## src/rtl/fbod_regs.svh

```systemverilog
// Purpose: constants for the flash bus host controller
// Assumes: 40 MHz mclk, 25 ns period
// Notes: pin timing figures are plain defaults; device timing tables are not at hand
// Behaviour
// - read drives chip select and output gate low, write strobe high; device returns byte.
// - write drives write strobe and chip select low with output gate high.
// - host keeps write strobe high throughout every read.
// - reset held low for minimum pulse aborts operation, floats outputs, ignores access.
// - host restarts an operation cut short by hardware reset once device accepts commands; this host restarts nothing and only sets aborted.
`ifndef FBOD_REGS_SVH
`define FBOD_REGS_SVH
`define FBOD_CLK_PERIOD_NS 25
`define FBOD_T_ACC_NS      55
`define FBOD_T_WP_NS       35
`define FBOD_T_SETUP_NS    25
`define FBOD_T_RP_NS       500
`define FBOD_T_READY_NS    20000
`define FBOD_CYC_MIN(ns) (((ns) + `FBOD_CLK_PERIOD_NS - 1) / `FBOD_CLK_PERIOD_NS)
`define FBOD_ADDR_W 17
`define FBOD_SECT_LSB 12
`define FBOD_SECT_W 5
`endif

```

## src/rtl/fbod_pkg.sv

```systemverilog
// Purpose: types for the flash bus host controller
// Assumes: nothing beyond the constants header
// Notes: states one-hot
package fbod_pkg;
  typedef enum logic [6:0] {
    ST_IDLE  = 7'h01,
    ST_RSET  = 7'h02,
    ST_RD    = 7'h04,
    ST_WR    = 7'h08,
    ST_WHOLD = 7'h10,
    ST_RECOV = 7'h20,
    ST_UNPR  = 7'h40
  } fbod_state_type;
  typedef enum logic [1:0] {
    OP_READ  = 2'h0,
    OP_WRITE = 2'h1,
    OP_RESET = 2'h2,
    OP_UNPR  = 2'h3
  } fbod_op_type;
endpackage : fbod_pkg

```

## src/rtl/fbod_host.sv

```systemverilog
// Purpose: host-side controller driving a parallel boot-sector flash by its pins
// Assumes: one request at a time; flash data input sampled synchronous to mclk
// Notes: unprotect mode only raises a level request; the elevated supply is outside
`timescale 1ns/1ps
`include "fbod_regs.svh"
module fbod_host #(
  parameter int RESET_HOLD_CYC = `FBOD_CYC_MIN(`FBOD_T_RP_NS),
  parameter int READY_CYC      = `FBOD_CYC_MIN(`FBOD_T_READY_NS),
  parameter int ACC_CYC        = `FBOD_CYC_MIN(`FBOD_T_ACC_NS),
  parameter int WP_CYC         = `FBOD_CYC_MIN(`FBOD_T_WP_NS),
  parameter int SETUP_CYC      = `FBOD_CYC_MIN(`FBOD_T_SETUP_NS)
) (
  input  wire logic                     mclk,
  input  wire logic                     srst,
  input  wire logic                     req_valid,
  input  wire fbod_pkg::fbod_op_type    req_op,
  input  wire logic [`FBOD_ADDR_W-1:0]  req_addr,
  input  wire logic [7:0]               req_wdata,
  input  wire logic                     top_boot,
  input  wire logic                     unprotect_exit,
  output logic                          req_ready,
  output logic                          rsp_valid,
  output logic      [7:0]               rsp_rdata,
  output logic      [2:0]               rsp_sector,
  output logic                          aborted,
  output logic                          unprotect_active,
  output logic                          chip_sel_n,
  output logic                          out_gate_n,
  output logic                          wr_strobe_n,
  output logic                          hw_reset_n,
  output logic      [`FBOD_ADDR_W-1:0]  addr,
  output logic      [7:0]               data_out,
  output logic                          data_oe,
  input  wire logic [7:0]               data_in
);
  localparam int CNT_W = 16;
  fbod_pkg::fbod_state_type state;
  fbod_pkg::fbod_state_type next_state;
  logic [CNT_W-1:0] cnt;
  logic             cnt_done;
  logic             take;
  logic             busy_wr;
  assign cnt_done = (cnt == '0);
  assign take     = (state == fbod_pkg::ST_IDLE) && req_valid;
  always_comb begin
    next_state = state;
    case (state)
      fbod_pkg::ST_IDLE: begin
        if (req_valid) begin
          case (req_op)
            fbod_pkg::OP_READ:  next_state = fbod_pkg::ST_RD;
            fbod_pkg::OP_WRITE: next_state = fbod_pkg::ST_WR;
            fbod_pkg::OP_RESET: next_state = fbod_pkg::ST_RSET;
            default:            next_state = fbod_pkg::ST_UNPR;
          endcase
        end
      end
      fbod_pkg::ST_RSET:  if (cnt_done) next_state = fbod_pkg::ST_RECOV;
      fbod_pkg::ST_RD:    if (cnt_done) next_state = fbod_pkg::ST_IDLE;
      fbod_pkg::ST_WR:    if (cnt_done) next_state = fbod_pkg::ST_WHOLD;
      fbod_pkg::ST_WHOLD: if (cnt_done) next_state = fbod_pkg::ST_IDLE;
      fbod_pkg::ST_RECOV: if (cnt_done) next_state = fbod_pkg::ST_IDLE;
      fbod_pkg::ST_UNPR:  if (unprotect_exit) next_state = fbod_pkg::ST_RECOV;
      default:            next_state = fbod_pkg::ST_IDLE;
    endcase
  end
  always_ff @(posedge mclk) begin
    if (srst) begin
      state <= fbod_pkg::ST_RSET;
    end else begin
      state <= next_state;
    end
  end
  // per-state dwell counter; loaded on entry
  always_ff @(posedge mclk) begin
    if (srst) begin
      cnt <= CNT_W'(RESET_HOLD_CYC - 1);
    end else if (state != next_state) begin
      case (next_state)
        fbod_pkg::ST_RSET:  cnt <= CNT_W'(RESET_HOLD_CYC - 1);
        fbod_pkg::ST_RD:    cnt <= CNT_W'(ACC_CYC);
        fbod_pkg::ST_WR:    cnt <= CNT_W'(WP_CYC - 1);
        fbod_pkg::ST_WHOLD: cnt <= CNT_W'(SETUP_CYC - 1);
        fbod_pkg::ST_RECOV: cnt <= CNT_W'(READY_CYC - 1);
        default:            cnt <= '0;
      endcase
    end else if (!cnt_done) begin
      cnt <= cnt - 1'b1;
    end
  end
  // pin levels per state; reset outranks all other pins
  always_ff @(posedge mclk) begin
    if (srst) begin
      chip_sel_n  <= 1'b1;
      out_gate_n  <= 1'b1;
      wr_strobe_n <= 1'b1;
      hw_reset_n  <= 1'b0;
    end else begin
      hw_reset_n  <= (next_state != fbod_pkg::ST_RSET);
      chip_sel_n  <= !(next_state == fbod_pkg::ST_RD ||
                       next_state == fbod_pkg::ST_WR);
      out_gate_n  <= (next_state != fbod_pkg::ST_RD);
      wr_strobe_n <= (next_state != fbod_pkg::ST_WR);
    end
  end
  // address held from request through the cycle; data driven from strobe low through the hold
  always_ff @(posedge mclk) begin
    if (srst) begin
      addr     <= '0;
      data_out <= 8'h00;
      data_oe  <= 1'b0;
    end else begin
      if (take) begin
        addr     <= req_addr;
        data_out <= req_wdata;
      end
      data_oe <= (next_state == fbod_pkg::ST_WR) || (next_state == fbod_pkg::ST_WHOLD);
    end
  end
  // the strobe rises at entry to the hold, so data stays stable past it
  assign busy_wr = (state == fbod_pkg::ST_WHOLD);
  always_ff @(posedge mclk) begin
    if (srst) begin
      rsp_valid <= 1'b0;
      rsp_rdata <= 8'h00;
      req_ready <= 1'b0;
      aborted   <= 1'b0;
      unprotect_active <= 1'b0;
    end else begin
      rsp_valid <= ((state == fbod_pkg::ST_RD) && cnt_done) || (busy_wr && cnt_done);
      if ((state == fbod_pkg::ST_RD) && cnt_done) begin
        rsp_rdata <= data_in;
      end
      req_ready <= (next_state == fbod_pkg::ST_IDLE);
      // a host-issued reset cuts any device operation short; flag it for a retry
      if (take && req_op == fbod_pkg::OP_RESET) begin
        aborted <= 1'b1;
      end else if (take) begin
        aborted <= 1'b0;
      end
      unprotect_active <= (next_state == fbod_pkg::ST_UNPR);
    end
  end
  fbod_sector_map u_map (
    .mclk      (mclk),
    .srst      (srst),
    .top_boot  (top_boot),
    .sect_bits (req_addr[`FBOD_SECT_LSB +: `FBOD_SECT_W]),
    .sector    (rsp_sector)
  );
endmodule : fbod_host

```

## src/rtl/fbod_sector_map.sv

```systemverilog
// Purpose: maps an address to its sector number for either boot layout
// Assumes: top_boot selects the layout
// Notes: registered output to keep host outputs flop-driven
`timescale 1ns/1ps
`include "fbod_regs.svh"
module fbod_sector_map (
  input  wire logic                     mclk,
  input  wire logic                     srst,
  input  wire logic                     top_boot,
  input  wire logic [`FBOD_SECT_W-1:0]  sect_bits,
  output logic      [2:0]               sector
);
  logic [2:0] top_sect;
  logic [2:0] bot_sect;
  // only bits 16..12 take part; lower bits never reach here
  assign top_sect = (sect_bits[4:3] != 2'h3) ? {1'b0, sect_bits[4:3]} :
                    (!sect_bits[2])          ? 3'h3 :
                    (!sect_bits[1])          ? (sect_bits[0] ? 3'h5 : 3'h4) :
                                               3'h6;
  assign bot_sect = (sect_bits[4:3] != 2'h0) ? 3'h3 + {1'b0, sect_bits[4:3]} :
                    sect_bits[2]             ? 3'h3 :
                    !sect_bits[1]            ? 3'h0 :
                    (sect_bits[0] ? 3'h2 : 3'h1);
  always_ff @(posedge mclk) begin
    if (srst) begin
      sector <= 3'h0;
    end else begin
      sector <= top_boot ? top_sect : bot_sect;
    end
  end
endmodule : fbod_sector_map

```

## config.mk

```make
export PLATFORM = sky130hd
export DESIGN_NAME = fbod_host
export DESIGN_NICKNAME = d
export VERILOG_FILES = /design/src/rtl/fbod_pkg.sv /design/src/rtl/fbod_host.sv /design/src/rtl/fbod_sector_map.sv
export VERILOG_INCLUDE_DIRS = /design/src /design/src/rtl
export SDC_FILE = /design/constraint.sdc
export NUM_CORES = 1
export LEC_CHECK = 0
export BUFFER_PORTS_ARGS = -buffer_cell sky130_fd_sc_hd__buf_2
export CORE_MARGIN = 3
export CORE_UTILIZATION = 40
export CTS_CLUSTER_SIZE = 24
export DETAILED_ROUTE_END_ITERATION = 6
export HOLD_SLACK_MARGIN = 0.08
export PLACE_DENSITY = 0.71
export RECOVER_POWER = 50
export SYNTH_ARGS = -nofsm -noshare
export SYNTH_HDL_FRONTEND = slang
export SYNTH_SLANG_ARGS = --single-unit
export TNS_END_PERCENT = 100
```

## constraint.sdc

```tcl
create_clock -name mclk -period 2.7 [get_ports mclk]
set_input_delay 0.405 -clock mclk [delete_from_list [all_inputs] [get_ports mclk]]
set_output_delay 0.405 -clock mclk [all_outputs]
set_load 0.02 [all_outputs]
```

==> summary.md, run 1 <==
| Metric | Value |
|---|---|
| Switch Pwr | `0.8492 mW` |
| Total Wirelength | `6892 µm` |
| Initial antenna violation count | `0` |
| Setup crit start | `cnt[0]` |
| Wirelength per Cell | `12.65 µm` |
| Clock slew at reported path FFs | `0.08 ns` |
| Tmin final | `2.407 ns` |
| Top-area cell type share of the netlist area | `44.77%` |
| Mapped Cells | `360` |
| Clock buffer depth | `2` |
| Synth Area per Inst | `8.446 µm²` |
| Fin nets | `482` |
| Met2 Usage GRT | `26.15%` |
| Sink Count | `68` |
| Final Hold Fails | `0` |
| Clock power share | `33.0%` |
| Worst reg2reg endpoint | `cnt[1]` |
| Pwr/cell area | `739.5 nW/µm²` |
| Met1 usage in global routing | `22.13%` |
| CTS H-tree lvls | `3` |
| DRT antenna net count | `0` |
| Vias in the first global route | `2631` |
| Synth area leader | `dfxtp_1` |
| CTS resizes | `0` |
| Total gr overflow | `0` |
| Worst vdd ir | `0.4049 mV` |
| Leakage power | `1.450 nW` |
| IO buf count | `84` |
| DRC Markers | `0` |
| Root buf cell | `clkbuf_8` |
| Core Rows | `31` |
| Switch share | `31.14%` |
| Setup TNS | `0 ns` |
| Largest cells by area after synthesis | `dfxtp_1, nand2_1, a21oi_1` |
| Unrepaired setup endpoints after global routing | `false` |
| Sequential share of power | `42.5%` |
| Initial Utilization | `41.47%` |
| Fmax | `415.5 MHz` |
| Top-Level Pins | `85` |
| Syn Nets | `401` |
| HP Start | `req_addr[2]` |
| Final core occ | `50.30%` |
| CORE AREA | `7331 µm²` |
| Share of layout cells above drive strength 1 | `16.37%` |
| Post-CTS setup buffers | `0` |
| ANT cells | `0` |
| DP HPWL | `5119 µm` |
| CP Max Fanout | `13` |
| Chip width | `93.19 µm` |
| Required time of the critical path | `2.92 ns` |
| End of the worst hold path | `addr[2]` |
| Reg2Reg Depth | `8` |
| Origin of the critical flop-to-flop path | `cnt[0]` |
| Worst slew margin | `6.409%` |
| Clock Skews | `0.009362 ns` |
| Ys async rst share | `0%` |
| Slew Viols, Final | `0` |
| Die Ht | `93.19 µm` |
| Placer Congestion | `0.8436` |
| Worst-Skew Late Latency | `0.34 ns` |
| Drt initial violations | `228` |
| Final Instance Area | `3687 µm²` |
| Placed cell areas | `3533 µm²` |
| Int Pwr | `1.878 mW` |
| Synth cell count leaders | `dfxtp_1, nand2_1, nor2_1` |
| Largest net degree at the start of global routing | `34` |
| YS warnings | `0` |
| Vias per cell | `5.114` |
| Status | `complete, no violations` |
| Reg-to-reg slack, setup | `0.29 ns` |
| Syn-to-layout area delta | `21.28%` |
| Num CTS Buffers | `9` |
| Most Used Layer, Global Route | `met2` |
| Die area | `8683 µm²` |
| Post-synth EDFFs | `0` |
| CTS tree | `yes` |
| Period utilisation layout | `89.15%` |
| Kind of critical path | `flip-flop to flip-flop` |
| Critical Path End Type | `flip-flop` |
| GR Util All Layers | `17.15%` |
| Final setup violating endpoints | `0` |
| Area of the mapped netlist | `3040 µm²` |
| Comb power frac | `24.6%` |
| CTS Hold Bufs | `0` |
| HP Class | `input pin to flip-flop` |
| Post-synthesis sequential area ratio | `44.77%` |
| Top-count cell post-synth | `dfxtp_1` |
| First-pass GRT wire length | `12030 µm` |
| Startpoint Class | `flip-flop` |
| Worst EP arrival | `2.62 ns` |
| Actual transition at the worst max-transition pin | `1.404 ns` |
| Synth cell types | `58` |
| Via count | `2787` |
| Synth Flop Type | `dfxtp_1` |
| Max-Cap Viols | `0` |
| Global-route track usage on met3 | `6.275%` |
| DRT Pass-1 Iters | `4` |
| Worst Hold Path Cells | `3` |
| FF+latch count, synth | `68` |
how the worst max path moves through the flow:
stage / to / cells past startpoint
floorplan: cnt[1] / 8
global placement: cnt[1] / 8
detailed placement: cnt[2] / 8
CTS: cnt[2] / 8
global route: cnt[2] / 8
finish: cnt[1] / 8
critical path, cell delays in order (launching register included):
cell and delay (ns):
dfxtp_1 0.35, inv_1 0.07, ha_1 0.24, nor4b_2 0.20, and4_4 0.22, or3_4 0.43, a221oi_4 0.49, and3_1 0.23
o21ai_1 0.07
layer usage:
layer | vias to the layer above | share of wire (%)
met3 | 9 | 9.8
li1 | 1409 | -
met4 | 0 | 1.3
met2 | 110 | 45
met5 | - | 0
met1 | 1259 | 44
final cells by class:
type	count	area [µm²]
fillers	721	3643
flip-flops and latches	68	1361
multi-input cells	263	1553
inverters	10	37.54
clock inverters	6	87.58
clock buffers	10	127.6
repair buffers	89	396.6
well taps	99	123.9
registers in the layout, indices dropped and copies added (netlist names):
register and flops:
out_gate_n 1, data_out 8, chip_sel_n 1, req_ready 1
rsp_valid 1, u_map.sector 3, wr_strobe_n 1, unprotect_active 1
state 7, hw_reset_n 1, aborted 1, cnt 16
rsp_rdata 8, data_oe 1, addr 17
logic make-up (layout without fill, tap and decap cells):
logic type               count (synthesis)  after routing  share of synthesized area [%]
AO/OA/AOI/OAI                           76             76                          16.83
XOR/XNOR                                14             14                          4.033
adder cells (fa/ha/maj)                  1              1                         0.4115
buffers and inverters                   29            115                          4.362
flip-flops                              68             68                          44.77
multiplexers                             9              9                          2.963
AND/OR/NAND/NOR                        163            163                          26.63
per-stage QoR:
stage	hold WS, ns	worst slack, ns	power [mW]	cells
after floorplan	0.4800	0.5515	1.694	360
after global placement	0.4395	0.3935	1.843	529
after detailed placement	0.4466	0.3282	1.854	529
after CTS	0.2789	0.3136	2.758	545
after global routing	0.2801	0.09484	2.890	545
final	0.2984	0.2930	2.727	545
layout by cell type, fill, tap and decap left out, types with 2 or more instances in the layout:
master | netlist | routed
and3_1 | 2 | 2
o32ai_1 | 2 | 2
nor4_1 | 5 | 5
nor2_1 | 45 | 45
buf_2 | 10 | 38
nand3_1 | 7 | 7
inv_1 | 10 | 10
xnor2_1 | 7 | 7
clkbuf_1 | 6 | 48
clkbuf_8 | 0 | 9
nand4b_1 | 3 | 3
a21oi_1 | 35 | 35
nor4b_2 | 2 | 3
o22ai_1 | 2 | 2
a31oi_1 | 2 | 2
clkinv_2 | 0 | 2
xor2_1 | 7 | 7
mux2i_1 | 9 | 9
o21ai_0 | 13 | 13
dfxtp_1 | 68 | 68
nor2b_1 | 3 | 3
or3_1 | 3 | 3
bufinv_16 | 0 | 2
nand2_1 | 65 | 65
o21a_1 | 4 | 4
nand2b_1 | 2 | 2
buf_4 | 1 | 4
nor3_1 | 13 | 13
power groups by stage:
stage | sequential, mW | clock [mW] | combinational, mW
after floorplan | 1.17 | 0 | 0.521
after global routing | 1.17 | 0.972 | 0.748
after global placement | 1.18 | 0 | 0.665
after CTS | 1.16 | 0.925 | 0.677
after detailed placement | 1.18 | 0 | 0.675
final | 1.16 | 0.899 | 0.671
No activity file was read; power rests on OpenSTA's default activity.
==> run 2, diff against run 1 <==
--- a/config.mk
+++ b/config.mk
@@ -8,11 +8,11 @@
 export LEC_CHECK = 0
 export BUFFER_PORTS_ARGS = -buffer_cell sky130_fd_sc_hd__buf_2
 export CORE_MARGIN = 3
-export CORE_UTILIZATION = 40
+export CORE_UTILIZATION = 52
 export CTS_CLUSTER_SIZE = 24
 export DETAILED_ROUTE_END_ITERATION = 6
 export HOLD_SLACK_MARGIN = 0.08
-export PLACE_DENSITY = 0.71
+export PLACE_DENSITY = 0.87
 export RECOVER_POWER = 50
 export SYNTH_ARGS = -nofsm -noshare
 export SYNTH_HDL_FRONTEND = slang
==> constraint.sdc (replaced) <==
create_clock -name mclk -period 2.4 [get_ports mclk]
set_input_delay 0.36 -clock mclk [delete_from_list [all_inputs] [get_ports mclk]]
set_output_delay 0.36 -clock mclk [all_outputs]
set_load 0.02 [all_outputs]
==> summary.md, run 2 (same netlist as run 1, synthesis figures left out) <==
| Metric | Value |
|---|---|
| Reg-to-reg slack, setup | `0.12 ns` |
| Critical Path End | `cnt[8]` |
| Fin nets | `489` |
| Commonest non-fill, non-tap cell in the layout | `dfxtp_1` |
| Area of the multi-input gates | `1607 µm²` |
| Status | `complete, no violations` |
| GR Util All Layers | `22.67%` |
| Wirelength per Cell | `14.33 µm` |
| Critical Path End Type | `flip-flop` |
| Fmax | `439.2 MHz` |
| Die area | `6800 µm²` |
| IO buf count | `84` |
| Num CTS Buffers | `9` |
| Via count | `2982` |
| First-pass GRT wire length | `11930 µm` |
| Max reg flops | `17` |
| Comb power frac | `29.2%` |
| Placed Instances | `507` |
| Int Pwr | `2.158 mW` |
| CP bufs+invs | `2` |
| Largest regs | `addr: 17 flops, cnt: 16 flops` |
| Worst Hold Slack | `0.2429 ns` |
| DRT antenna net count | `0` |
| Pwr/cell area | `852.3 nW/µm²` |
| Clock power share | `30.4%` |
| Unrepaired setup endpoints after global routing | `false` |
| Final core occ | `67.45%` |
| Largest net degree at the start of global routing | `32` |
| Worst EP arrival | `2.51 ns` |
| CORE AREA | `5574 µm²` |
| Total Wirelength | `7521 µm` |
| Sequential share of power | `40.5%` |
| Final Non-Filler Cells | `525` |
| Most frequent cells in the layout | `dfxtp_1, nand2_1, clkbuf_1` |
| Max incr delay on CP | `0.43 ns` |
| Worst slew margin | `46.56%` |
| Leakage power | `1.505 nW` |
| Tot Pwr | `3.204 mW` |
| DRC Markers | `0` |
| Actual transition at the worst max-transition pin | `0.8017 ns` |
| CTS H-tree lvls | `3` |
| Clock slew at reported path FFs | `0.08 ns` |
| Origin of the critical flop-to-flop path | `cnt[0]` |
| Drt initial violations | `313` |
| Sink Count | `68` |
| Placed cell areas | `3537 µm²` |
| Setup TNS | `0 ns` |
| Final Hold Fails | `0` |
| Die Ht | `82.47 µm` |
| Slowest cell on the critical path | `or3_4` |
| DRT Pass-1 Iters | `5` |
| Switch share | `32.65%` |
| Final Instance Area | `3760 µm²` |
| Final setup violating endpoints | `0` |
| CP Max Fanout | `7` |
| Reg2Reg Depth | `9` |
| Chip width | `82.47 µm` |
| Place WS | `-0.07284 ns` |
| Worst reg2reg endpoint | `cnt[8]` |
| Share of layout cells above drive strength 1 | `18.76%` |
| Placer Congestion | `0.8885` |
| Required time of the critical path | `2.64 ns` |
| Tmin final | `2.277 ns` |
| Slew Viols, Final | `0` |
| CP top delay family | `simple AND/OR/NAND/NOR gates` |
| Top-Level Pins | `85` |
| Setup crit start | `cnt[0]` |
| CTS Hold Bufs | `0` |
| Vias per cell | `5.680` |
| Clock Skews | `0.01009 ns` |
| Register Area | `1363 µm²` |
| CTS tree | `yes` |
| Initial Utilization | `54.55%` |
| Syn-to-layout area delta | `23.66%` |
| Fill count | `442` |
| Critical path cell sequence | `inv_1 > ha_1 > nor4b_4 > and4_4 > or3_4 > a221oi_4 > buf_12 > a31oi_4 > o21a_1` |
| Initial antenna violation count | `0` |
| Period utilisation layout | `94.86%` |
| HP Class | `input pin to flip-flop` |
| Levels on crit path | `9` |
| Core Rows | `27` |
| Clock buffer depth | `2` |
| DP HPWL | `5178 µm` |
| Vias in the first global route | `2626` |
| Worst vdd ir | `0.4539 mV` |
| ANT cells | `0` |
| PnR worst setup slack | `0.1234 ns` |
| Total gr overflow | `0` |
| Switch Pwr | `1.046 mW` |
| Largest Register | `addr` |
| Worst-Skew Late Latency | `0.35 ns` |
| Startpoint Class | `flip-flop` |
| Kind of critical path | `flip-flop to flip-flop` |
| Root buf cell | `clkbuf_8` |
| Max-Cap Viols | `0` |
-- run 2: worst min path at each step --
stage | depth (start not counted) | from | to
final | 3 | req_wdata[0] | data_out[0]
after global routing | 3 | req_wdata[0] | data_out[0]
after CTS | 3 | req_addr[1] | addr[1]
after detailed placement | 2 | addr[8] | addr[8]
after global placement | 2 | addr[9] | addr[9]
after floorplan | 1 | srst | state[4]
-- run 2: cell type report --
type / count / area share [%]
clock buffer: 11 / 4.027
clock inverter: 5 / 1.597
inverter: 10 / 0.9983
multi-input combinational: 264 / 42.73
sequential: 68 / 36.24
tap: 72 / 2.396
timing repair buffer: 95 / 12.01
-- run 2: power by group through the flow --
stage | clock network [mW] | logic, mW | registers [mW]
6_report | 0.973 | 0.935 | 1.30
5_1_grt | 1.03 | 1.02 | 1.31
4_1_cts | 0.989 | 0.831 | 1.29
3_5_place_dp | 0 | 0.820 | 1.31
3_3_place_gp | 0 | 0.802 | 1.31
2_1_floorplan | 0 | 0.586 | 1.32
-- run 2: layer usage --
| layer | vias up | part of all wire, % | wire length, µm | track usage (%) |
|---|---|---|---|---|
| li1 | 1427 | - | - | - |
| met1 | 1380 | 41 | 3087 | 29.34 |
| met2 | 159 | 48 | 3627 | 34.70 |
| met3 | 16 | 8.9 | 669 | 5.748 |
| met4 | 0 | 1.8 | 137 | 11.79 |
| met5 | - | 0 | 0 | 0 |
-- run 2: worst reg2reg max path, cell delays in order, from the launching register on --
cell and delay (ns):
dfxtp_2 0.34, inv_1 0.05, ha_1 0.23, nor4b_4 0.16, and4_4 0.19, or3_4 0.43
a221oi_4 0.36, buf_12 0.17, a31oi_4 0.11, o21a_1 0.14
-- run 2: what timing repair did --
item / 4_1_cts / 5_1_grt
pin swaps: 0 / 2
cloned: 0 / 1
setup buffers: 0 / 1
endpoints found under the setup margin: 1 / 25
gates resized for setup: 1 / 6
